==> src/design/phy_csr_pkg.sv <==
// Shared constants and types for the physical-layer reset and register bank.
// Assumes a 125 MHz management clock and a word-addressed management port.
package phy_csr_pkg;

  // ************************************************************
  // Bus geometry
  // ************************************************************
  localparam int ADDR_W = 12;
  localparam int DATA_W = 32;

  // ************************************************************
  // Word offsets of the physical-layer registers
  // ************************************************************
  localparam logic [ADDR_W-1:0] OFS_REVISION   = 12'h300;
  localparam logic [ADDR_W-1:0] OFS_SCRATCH    = 12'h301;
  localparam logic [ADDR_W-1:0] OFS_VARIANT0   = 12'h302;
  localparam logic [ADDR_W-1:0] OFS_VARIANT1   = 12'h303;
  localparam logic [ADDR_W-1:0] OFS_VARIANT2   = 12'h304;
  localparam logic [ADDR_W-1:0] OFS_CONTROL    = 12'h310;
  localparam logic [ADDR_W-1:0] OFS_BLOCK_LOCK = 12'h312;
  localparam logic [ADDR_W-1:0] OFS_LOOPBACK   = 12'h313;
  localparam logic [ADDR_W-1:0] OFS_FLAG_SEL   = 12'h314;
  localparam logic [ADDR_W-1:0] OFS_FLAG_READ  = 12'h315;

  // ************************************************************
  // Fields of the reset and clock-recovery control register
  // ************************************************************
  localparam int CTL_SYS_RST    = 0;
  localparam int CTL_TX_SOFT    = 1;
  localparam int CTL_RX_SOFT    = 2;
  localparam int CTL_LOCK_REF   = 4;
  localparam int CTL_LOCK_DATA  = 5;
  localparam logic [5:0] CTL_WRITE_MASK = 6'h37;
  localparam logic [5:0] CTL_RESET      = 6'h00;
  localparam logic [31:0] SCRATCH_RESET = 32'h00000000;
  localparam logic [2:0] FLAG_SEL_RESET = 3'h0;
  localparam int FLAG_SEL_W = 3;
  localparam int FLAGS_PER_LANE = 8;

  // ************************************************************
  // Timing
  // ************************************************************
  localparam int CLK_PERIOD_PS = 8000;
  localparam int SYNC_STAGES   = 3;
  localparam int SETTLE_NS     = 80;
  localparam int SETTLE_CYCLES = (SETTLE_NS * 1000 + CLK_PERIOD_PS - 1) / CLK_PERIOD_PS;

  // ************************************************************
  // Address windows
  // ************************************************************
  typedef enum logic [3:0] {
    WIN_NONE  = 4'h0,
    WIN_PHY   = 4'h1,
    WIN_TXMAC = 4'h2,
    WIN_RXMAC = 4'h3,
    WIN_FLOW  = 4'h4,
    WIN_STATT = 4'h5,
    WIN_STATR = 4'h6,
    WIN_TSTX  = 4'h7,
    WIN_TSRX  = 4'h8,
    WIN_FECTX = 4'h9,
    WIN_FECRX = 4'hA
  } window_t;

  typedef enum logic [2:0] {
    SEQ_HOLD   = 3'h1,
    SEQ_SETTLE = 3'h2,
    SEQ_READY  = 3'h4
  } seq_state_t;

  typedef struct packed {
    logic              rd;
    logic              wr;
    logic [ADDR_W-1:0] addr;
    logic [DATA_W-1:0] wdata;
  } mgmt_req_t;

endpackage

==> src/design/pin_sync.sv <==
// Three-stage synchroniser with agreement filter for asynchronous pins.
// Assumes the synchronous reset is held long enough to flush all stages.
`timescale 1ns/1ps
module pin_sync #(
  parameter int         W       = 1,
  parameter logic [W-1:0] RST_VAL = '0
) (
  input  wire logic         mclk_i,
  input  wire logic         rst_i,
  input  wire logic [W-1:0] pin_i,
  output logic      [W-1:0] level_o
);
  logic [W-1:0] s1_reg, s2_reg, s3_reg, q_reg, q_next;

  // ************************************************************
  // Filter: a change counts only when stages two and three agree
  // ************************************************************
  always_comb begin
    q_next = q_reg;
    for (int i = 0; i < W; i++) begin
      if (s2_reg[i] == s3_reg[i]) begin
        q_next[i] = s3_reg[i];
      end
    end
  end

  always_ff @(posedge mclk_i) begin
    if (rst_i) begin
      s1_reg <= RST_VAL;
      s2_reg <= RST_VAL;
      s3_reg <= RST_VAL;
      q_reg  <= RST_VAL;
    end else begin
      s1_reg <= pin_i;
      s2_reg <= s1_reg;
      s3_reg <= s2_reg;
      q_reg  <= q_next;
    end
  end

  assign level_o = q_reg;
endmodule // pin_sync

==> src/design/path_reset_seq.sv <==
// Reset sequencer for one datapath direction: hold, settle, ready.
// Assumes hold_i and ok_i are already in the management clock domain.
`timescale 1ns/1ps
module path_reset_seq #(
  parameter int SETTLE = phy_csr_pkg::SETTLE_CYCLES
) (
  input  wire logic mclk_i,
  input  wire logic rst_i,
  input  wire logic hold_i,
  input  wire logic ok_i,
  output logic      logic_rst_o,
  output logic      ready_o
);
  phy_csr_pkg::seq_state_t state_reg, state_next;
  logic [15:0]             cnt_reg, cnt_next;

  always_comb begin
    state_next = state_reg;
    cnt_next   = cnt_reg;
    case (state_reg)
      phy_csr_pkg::SEQ_HOLD: begin
        cnt_next = 16'h0000;
        if (!hold_i) state_next = phy_csr_pkg::SEQ_SETTLE;
      end
      phy_csr_pkg::SEQ_SETTLE: begin
        if (hold_i) begin
          state_next = phy_csr_pkg::SEQ_HOLD;
        end else if (cnt_reg >= 16'(SETTLE - 1) && ok_i) begin
          state_next = phy_csr_pkg::SEQ_READY;
        end else if (cnt_reg < 16'(SETTLE - 1)) begin
          cnt_next = cnt_reg + 16'h0001;
        end
      end
      phy_csr_pkg::SEQ_READY: begin
        // Losing the health condition drops ready without resetting logic.
        if (hold_i) state_next = phy_csr_pkg::SEQ_HOLD;
        else if (!ok_i) state_next = phy_csr_pkg::SEQ_SETTLE;
      end
      default: state_next = phy_csr_pkg::SEQ_HOLD;
    endcase
  end

  always_ff @(posedge mclk_i) begin
    if (rst_i) begin
      state_reg <= phy_csr_pkg::SEQ_HOLD;
      cnt_reg   <= 16'h0000;
    end else begin
      state_reg <= state_next;
      cnt_reg   <= cnt_next;
    end
  end

  assign logic_rst_o = (state_reg == phy_csr_pkg::SEQ_HOLD);
  assign ready_o     = (state_reg == phy_csr_pkg::SEQ_READY);
endmodule // path_reset_seq

==> src/design/phy_reset_csr_bank.sv <==
// Reset handling and physical-layer register bank of a 25G Ethernet core.
// Assumes a word-addressed management port on mclk_i and asynchronous pins.
`timescale 1ns/1ps

module phy_reset_csr_bank #(
  parameter int          LANES    = 1,
  parameter logic [31:0] REVISION = 32'h00010000, // Arbitrary value.
  parameter logic [31:0] VARIANT0 = 32'h00004142, // Arbitrary value.
  parameter logic [31:0] VARIANT1 = 32'h00004344, // Arbitrary value.
  parameter logic [31:0] VARIANT2 = 32'h00454647  // Arbitrary value.
) (
  input  wire logic                                   mclk_i,
  input  wire logic                                   rst_i,
  input  wire logic                                   csr_rst_n_i,
  input  wire logic                                   tx_rst_n_i,
  input  wire logic                                   rx_rst_n_i,
  input  wire logic [phy_csr_pkg::ADDR_W-1:0]         mgmt_address_i,
  input  wire logic                                   mgmt_read_i,
  input  wire logic                                   mgmt_write_i,
  input  wire logic [phy_csr_pkg::DATA_W-1:0]         mgmt_writedata_i,
  output logic      [phy_csr_pkg::DATA_W-1:0]         mgmt_readdata_o,
  output logic                                        mgmt_readdatavalid_o,
  input  wire logic [LANES-1:0]                       block_lock_i,
  input  wire logic [LANES*phy_csr_pkg::FLAGS_PER_LANE-1:0] fifo_flags_i,
  output logic                                        tx_pcs_rst_o,
  output logic                                        rx_pcs_rst_o,
  output logic                                        xcvr_rst_o,
  output logic                                        cdr_lock_to_ref_o,
  output logic                                        cdr_lock_to_data_o,
  output logic      [LANES-1:0]                       serial_loopback_o,
  output logic                                        rx_block_lock_o,
  output logic                                        tx_lanes_stable_o,
  output logic                                        rx_pcs_ready_o
);

  localparam int FW = LANES * phy_csr_pkg::FLAGS_PER_LANE;

  // ************************************************************
  // Window decode
  // ************************************************************
  function automatic phy_csr_pkg::window_t win_of(input logic [phy_csr_pkg::ADDR_W-1:0] a);
    phy_csr_pkg::window_t w;
    w = phy_csr_pkg::WIN_NONE;
    if (a[11:8] == 4'h3) w = phy_csr_pkg::WIN_PHY;
    else if (a[11:8] == 4'h4) w = phy_csr_pkg::WIN_TXMAC;
    else if (a[11:8] == 4'h5) w = phy_csr_pkg::WIN_RXMAC;
    else if (a >= 12'h600 && a <= 12'h708) w = phy_csr_pkg::WIN_FLOW;
    else if (a[11:8] == 4'h8) w = phy_csr_pkg::WIN_STATT;
    else if (a[11:8] == 4'h9) w = phy_csr_pkg::WIN_STATR;
    else if (a[11:8] == 4'hA) w = phy_csr_pkg::WIN_TSTX;
    else if (a[11:8] == 4'hB) w = phy_csr_pkg::WIN_TSRX;
    else if (a[11:8] == 4'hC) w = phy_csr_pkg::WIN_FECTX;
    else if (a[11:8] == 4'hD) w = phy_csr_pkg::WIN_FECRX;
    return w;
  endfunction

  // ************************************************************
  // Pin synchronisers
  // ************************************************************
  logic [2:0]       rst_pins_sync;
  logic [LANES-1:0] lock_sync;
  logic [FW-1:0]    flags_sync;

  pin_sync #(.W(3), .RST_VAL(3'h0)) u_rst_sync (
    .mclk_i  (mclk_i),
    .rst_i   (rst_i),
    .pin_i   ({csr_rst_n_i, tx_rst_n_i, rx_rst_n_i}),
    .level_o (rst_pins_sync)
  );

  // Lock and FIFO flags come from the transceiver clock, so they are
  // synchronised too; the readout is therefore a few cycles stale.
  pin_sync #(.W(LANES + FW), .RST_VAL('0)) u_stat_sync (
    .mclk_i  (mclk_i),
    .rst_i   (rst_i),
    .pin_i   ({block_lock_i, fifo_flags_i}),
    .level_o ({lock_sync, flags_sync})
  );

  logic glob_rst;
  assign glob_rst = rst_i | ~rst_pins_sync[2];

  // ************************************************************
  // Register file
  // ************************************************************
  phy_csr_pkg::mgmt_req_t req;
  assign req = '{rd: mgmt_read_i, wr: mgmt_write_i, addr: mgmt_address_i,
                 wdata: mgmt_writedata_i};

  logic [31:0]                        scratch_reg, scratch_next;
  logic [5:0]                         ctl_reg, ctl_next;
  logic [LANES-1:0]                   loop_reg, loop_next;
  logic [phy_csr_pkg::FLAG_SEL_W-1:0] fsel_reg, fsel_next;
  logic [31:0]                        rdata_reg, rdata_next;
  logic                               rvalid_reg;
  logic [LANES-1:0]                   flag_view;
  logic                               wr_phy;

  assign wr_phy = req.wr && (win_of(req.addr) == phy_csr_pkg::WIN_PHY);

  always_comb begin
    scratch_next = scratch_reg;
    ctl_next     = ctl_reg;
    loop_next    = loop_reg;
    fsel_next    = fsel_reg;
    // Only writable offsets are listed; all others are dropped.
    if (wr_phy) begin
      if (req.addr == phy_csr_pkg::OFS_SCRATCH) begin
        scratch_next = req.wdata;
      end else if (req.addr == phy_csr_pkg::OFS_CONTROL) begin
        ctl_next = req.wdata[5:0] & phy_csr_pkg::CTL_WRITE_MASK;
      end else if (req.addr == phy_csr_pkg::OFS_LOOPBACK) begin
        loop_next = req.wdata[LANES-1:0];
      end else if (req.addr == phy_csr_pkg::OFS_FLAG_SEL) begin
        fsel_next = req.wdata[phy_csr_pkg::FLAG_SEL_W-1:0];
      end
    end
  end

  // Only global reset touches the registers.
  always_ff @(posedge mclk_i) begin
    if (glob_rst) begin
      scratch_reg <= phy_csr_pkg::SCRATCH_RESET;
      ctl_reg     <= phy_csr_pkg::CTL_RESET;
      loop_reg    <= '0;
      fsel_reg    <= phy_csr_pkg::FLAG_SEL_RESET;
    end else begin
      scratch_reg <= scratch_next;
      ctl_reg     <= ctl_next;
      loop_reg    <= loop_next;
      fsel_reg    <= fsel_next;
    end
  end

  // ************************************************************
  // Indirect FIFO flag view
  // ************************************************************
  genvar g;
  generate
    for (g = 0; g < LANES; g++) begin : g_flag
      assign flag_view[g] = flags_sync[g*phy_csr_pkg::FLAGS_PER_LANE + fsel_reg];
    end
  endgenerate

  // ************************************************************
  // Read path
  // ************************************************************
  always_comb begin
    rdata_next = 32'h00000000;
    if (req.rd && win_of(req.addr) == phy_csr_pkg::WIN_PHY) begin
      if (req.addr == phy_csr_pkg::OFS_REVISION) begin
        rdata_next = REVISION;
      end else if (req.addr == phy_csr_pkg::OFS_SCRATCH) begin
        rdata_next = scratch_reg;
      end else if (req.addr == phy_csr_pkg::OFS_VARIANT0) begin
        rdata_next = VARIANT0;
      end else if (req.addr == phy_csr_pkg::OFS_VARIANT1) begin
        rdata_next = VARIANT1;
      end else if (req.addr == phy_csr_pkg::OFS_VARIANT2) begin
        rdata_next = VARIANT2;
      end else if (req.addr == phy_csr_pkg::OFS_CONTROL) begin
        rdata_next = {26'h0000000, ctl_reg};
      end else if (req.addr == phy_csr_pkg::OFS_BLOCK_LOCK) begin
        rdata_next = {31'h00000000, &lock_sync};
      end else if (req.addr == phy_csr_pkg::OFS_LOOPBACK) begin
        rdata_next[LANES-1:0] = loop_reg;
      end else if (req.addr == phy_csr_pkg::OFS_FLAG_SEL) begin
        rdata_next = {29'h00000000, fsel_reg};
      end else if (req.addr == phy_csr_pkg::OFS_FLAG_READ) begin
        rdata_next[LANES-1:0] = flag_view;
      end
    end
  end

  // Reads are still answered while the global reset pin is low (but not during rst_i) so the host never hangs.
  always_ff @(posedge mclk_i) begin
    if (rst_i) begin
      rdata_reg  <= 32'h00000000;
      rvalid_reg <= 1'b0;
    end else begin
      rdata_reg  <= rdata_next;
      rvalid_reg <= req.rd;
    end
  end

  // ************************************************************
  // Reset sequencing and outputs
  // ************************************************************
  logic tx_hold, rx_hold, tx_rst_int, rx_rst_int, tx_rdy, rx_rdy, xrst_reg;

  assign tx_hold = glob_rst | ~rst_pins_sync[1] | ctl_reg[phy_csr_pkg::CTL_SYS_RST]
                 | ctl_reg[phy_csr_pkg::CTL_TX_SOFT];
  assign rx_hold = glob_rst | ~rst_pins_sync[0] | ctl_reg[phy_csr_pkg::CTL_SYS_RST]
                 | ctl_reg[phy_csr_pkg::CTL_RX_SOFT];

  path_reset_seq #(.SETTLE(phy_csr_pkg::SETTLE_CYCLES)) u_tx_seq (
    .mclk_i      (mclk_i),
    .rst_i       (rst_i),
    .hold_i      (tx_hold),
    .ok_i        (1'b1),
    .logic_rst_o (tx_rst_int),
    .ready_o     (tx_rdy)
  );

  path_reset_seq #(.SETTLE(phy_csr_pkg::SETTLE_CYCLES)) u_rx_seq (
    .mclk_i      (mclk_i),
    .rst_i       (rst_i),
    .hold_i      (rx_hold),
    .ok_i        (&lock_sync),
    .logic_rst_o (rx_rst_int),
    .ready_o     (rx_rdy)
  );

  always_ff @(posedge mclk_i) begin
    if (rst_i) xrst_reg <= 1'b1;
    else xrst_reg <= glob_rst | ctl_reg[phy_csr_pkg::CTL_SYS_RST];
  end

  assign tx_pcs_rst_o         = tx_rst_int;
  assign rx_pcs_rst_o         = rx_rst_int;
  assign tx_lanes_stable_o    = tx_rdy;
  assign rx_pcs_ready_o       = rx_rdy;
  assign xcvr_rst_o           = xrst_reg;
  assign cdr_lock_to_ref_o    = ctl_reg[phy_csr_pkg::CTL_LOCK_REF];
  assign cdr_lock_to_data_o   = ctl_reg[phy_csr_pkg::CTL_LOCK_DATA];
  assign serial_loopback_o    = loop_reg;
  assign rx_block_lock_o      = &lock_sync;
  assign mgmt_readdata_o      = rdata_reg;
  assign mgmt_readdatavalid_o = rvalid_reg;
endmodule // phy_reset_csr_bank

==> config.mk <==
export PLATFORM = sky130hd
export DESIGN_NAME = phy_reset_csr_bank
export DESIGN_NICKNAME = d
export VERILOG_FILES = /design/src/design/phy_csr_pkg.sv /design/src/design/pin_sync.sv /design/src/design/path_reset_seq.sv /design/src/design/phy_reset_csr_bank.sv
export SDC_FILE = /design/constraint.sdc
export NUM_CORES = 1
export LEC_CHECK = 0
export BUFFER_PORTS_ARGS = -buffer_cell sky130_fd_sc_hd__buf_2
export CAP_MARGIN = 20
export CORE_UTILIZATION = 25
export CTS_CLUSTER_SIZE = 40
export DETAILED_ROUTE_END_ITERATION = 7
export GPL_TIMING_DRIVEN = 0
export PLACE_DENSITY = 0.51
export REMOVE_ABC_BUFFERS = 1
export SLEW_MARGIN = 20
export SYNTH_ARGS = -nofsm -noshare
export SYNTH_HDL_FRONTEND = slang
export SYNTH_SLANG_ARGS = --single-unit
==> constraint.sdc <==
create_clock -name mclk_i -period 3.3 [get_ports mclk_i]
set_input_delay 0.66 -clock mclk_i [delete_from_list [all_inputs] [get_ports mclk_i]]
set_output_delay 0.66 -clock mclk_i [all_outputs]
set_load 0.1 [all_outputs]
==> results.json <==
{
  "outcome": "complete, no violations",
  "cp_top_family": "simple AND/OR/NAND/NOR gates",
  "fp.dieArea_um2": 23420,
  "yosys_warnings": 0,
  "drc": 0,
  "ant_nets": 0,
  "final_cell_mix": "dfxtp_1, buf_2, nand2_1, a21oi_1, nor2b_1",
  "synthAdderAreaFrac_pct": 1.316,
  "netSwitchingPower_uw": 915.0,
  "cpPeakStageDelay_ps": 710,
  "period_share_pct": 83.01,
  "cp_cell_sequence": "nor3b_1, buf_2",
  "antenna_found_initial": 1,
  "layout_commonest_cell": "dfxtp_1",
  "synth_cell_type_count": 51,
  "ir_worst_vdd_v": 0.0002700,
  "muxShareOfSynthArea_pct": 2.325,
  "place_ws_ps": 358.7,
  "cpMaxStageDelayCell": "nor3b_1",
  "path_buf_inv": 1,
  "cts_setup_buffers": 0,
  "n_antenna_cell": 0,
  "p_seq_share_pct": 48.5,
  "synth_xor_area_share_pct": 0.3071,
  "place_hpwl_mm": 8.505,
  "power_density_nw_per_um2": 572.5,
  "grt_first_pass_wirelength_mm": 20.73,
  "synth_top_cell_by_area": "dfxtp_1",
  "fin_tns_setup_ps": 0,
  "synth_edf_count": 0,
  "numCtsBuffers": 17,
  "fmax_mhz": 365.0,
  "wirelength_mm": 12.58,
  "fin_worst_skew_ps": 9.612,
  "ctsHoldBuffers": 0,
  "drt_iter0_drc": 182,
  "vias": 4225,
  "syn-cell-area_um2": 5704,
  "cts_sinks": 161,
  "synth_area_leaders": "dfxtp_1, nand2_1, a21oi_1",
  "critPathMaxFanout": 7,
  "fillers": 2290,
  "boundaryPins": 102,
  "synth_ff_type": "dfxtp_1",
  "rows": 54,
  "cts.clk_slew.worst_paths_ps": 70,
  "path_class": "reg -> out",
  "cts_buffer_depth": 2,
  "start_util_pct": 25.82,
  "cp.arrival_ps": 2080,
  "worst_slew_pin_slew_ps": 841.9,
  "wl_per_cell_um": 12.75,
  "grt_max_degree": 63,
  "slew_headroom_pct": 43.62,
  "synth_compound_area_share_pct": 11.56,
  "avgSynthCellArea_um2": 9.491,
  "grt.overflow.total": 0,
  "fp.dieW_um": 153.1,
  "synth_seq_cells": 161,
  "core_um2": 22090,
  "multi_input_area_um2": 2316,
  "p_int_mw": 3.141,
  "synthDominantCellAreaShare_pct": 56.50,
  "synthArstFlopShare_pct": 0,
  "synth_top_family_by_area": "simple AND/OR/NAND/NOR gates",
  "num-nets-final": 760,
  "whs_ps": 435.0,
  "pwr-share-comb_pct": 2.4,
  "min_period_ps": 2739,
  "setup_ws_ps": 560.6,
  "cp-end-kind": "primary output",
  "setup_viol": 0,
  "die_y_um": 153.1,
  "p_leak_nw": 2.745,
  "clkPwrFrac_pct": 49.1,
  "hold_class": "reg -> reg",
  "slew_violations": 0,
  "critical_path_required_ps": 2640,
  "numPortBuffers": 101,
  "register_area_um2": 3223,
  "grt_setup_unrepaired": "false",
  "hold_violations": 0,
  "maxCapViolCount": 0,
  "yosysSeqAreaShare_pct": 56.50,
  "gp_congestion": 0.7594,
  "root_buffer": "clkbuf_16",
  "dr.pass1.iters": 4,
  "drive_above_1_share_pct": 20.79,
  "vias_per_cell": 4.281,
  "syn2layout_area_growth_pct": 24.22,
  "clkLatencyLatePin_ps": 420,
  "synthSimpleGateAreaFrac_pct": 24.87,
  "postSynthCellCount": 601,
  "cts_tree": "yes",
  "crit_path_start_kind": "register",
  "cts-htree-levels": 4,
  "rrSetupSlack_ps": 1300,
  "track_usage_pct": 11.19,
  "grt_pass1_vias": 4022,
  "swShare_pct": 22.56,
  "cts_resized": 0
}
## final timing paths
| check | start | end | cells past startpoint |
|---|---|---|---|
| min | u_rst_sync.s1_reg[0] | u_rst_sync.s2_reg[0] | 1 |
| max reg2reg | u_rst_sync.level_o[2] | u_rx_seq.cnt_reg[2] | 5 |
| max | u_tx_seq.state_reg[0] | tx_pcs_rst_o | 2 |
| min reg2reg | u_rst_sync.s1_reg[0] | u_rst_sync.s2_reg[0] | 1 |
## synthesized netlist by cell type (3+ instances only)
cell	n
nand4_1	3
nor2_1	22
a21oi_1	58
nand2_1	94
nand2b_1	6
o21a_1	5
nand3_1	8
ha_1	6
mux2i_1	11
o31ai_1	4
a211oi_1	4
nor2b_1	41
clkbuf_1	25
and3_1	20
and2_1	21
inv_1	10
nor3_1	9
nor3b_1	8
nor4_1	12
a21o_1	6
dfxtp_1	161
o21ai_0	25
nand3b_1	6
## cells by family (layout without fill, tap and decap cells)
group	Yosys count	in the layout
flops	161	161
compound gates	114	114
xor+xnor	2	2
fa+ha+maj	6	6
simple gates	265	265
buf+inv	41	147
mux	12	12
## power groups by stage
stage,registers [mW],clock network (mW),logic (mW)
after floorplan,2.02,0,0.0277
after global placement,2.01,0,0.0982
after detailed placement,2.01,0,0.101
after CTS,1.97,2.07,0.101
after global routing,1.97,2.16,0.109
final,1.97,1.99,0.0992
## through the flow
stage,total power [mW],cells,utilization (%),instance area (µm²)
finish,4.056,987,32.07,7086
global route,4.232,987,32.07,7086
CTS,4.133,987,32.07,7086
detailed placement,2.112,955,29.37,6490
global placement,2.109,951,29.06,6420
floorplan,2.043,570,-,5564
## area by class of cell
cell class                 instances  area share (%)
clock inverter                    15           2.402
multi-input combinational        399           32.69
inverter                          10          0.5298
timing repair buffer             105           7.946
tap                              280           4.944
sequential                       161           45.49
clock buffer                      17           6.004
## layer usage
| metal | part of all wire [%] | track usage [%] |
|---|---|---|
| met4 | 1.1 | 3.896 |
| met5 | 0.072 | 0 |
| met2 | 43 | 16.92 |
| met3 | 5.4 | 3.516 |
| met1 | 51 | 14.95 |
No activity file was read; power rests on OpenSTA's default activity.
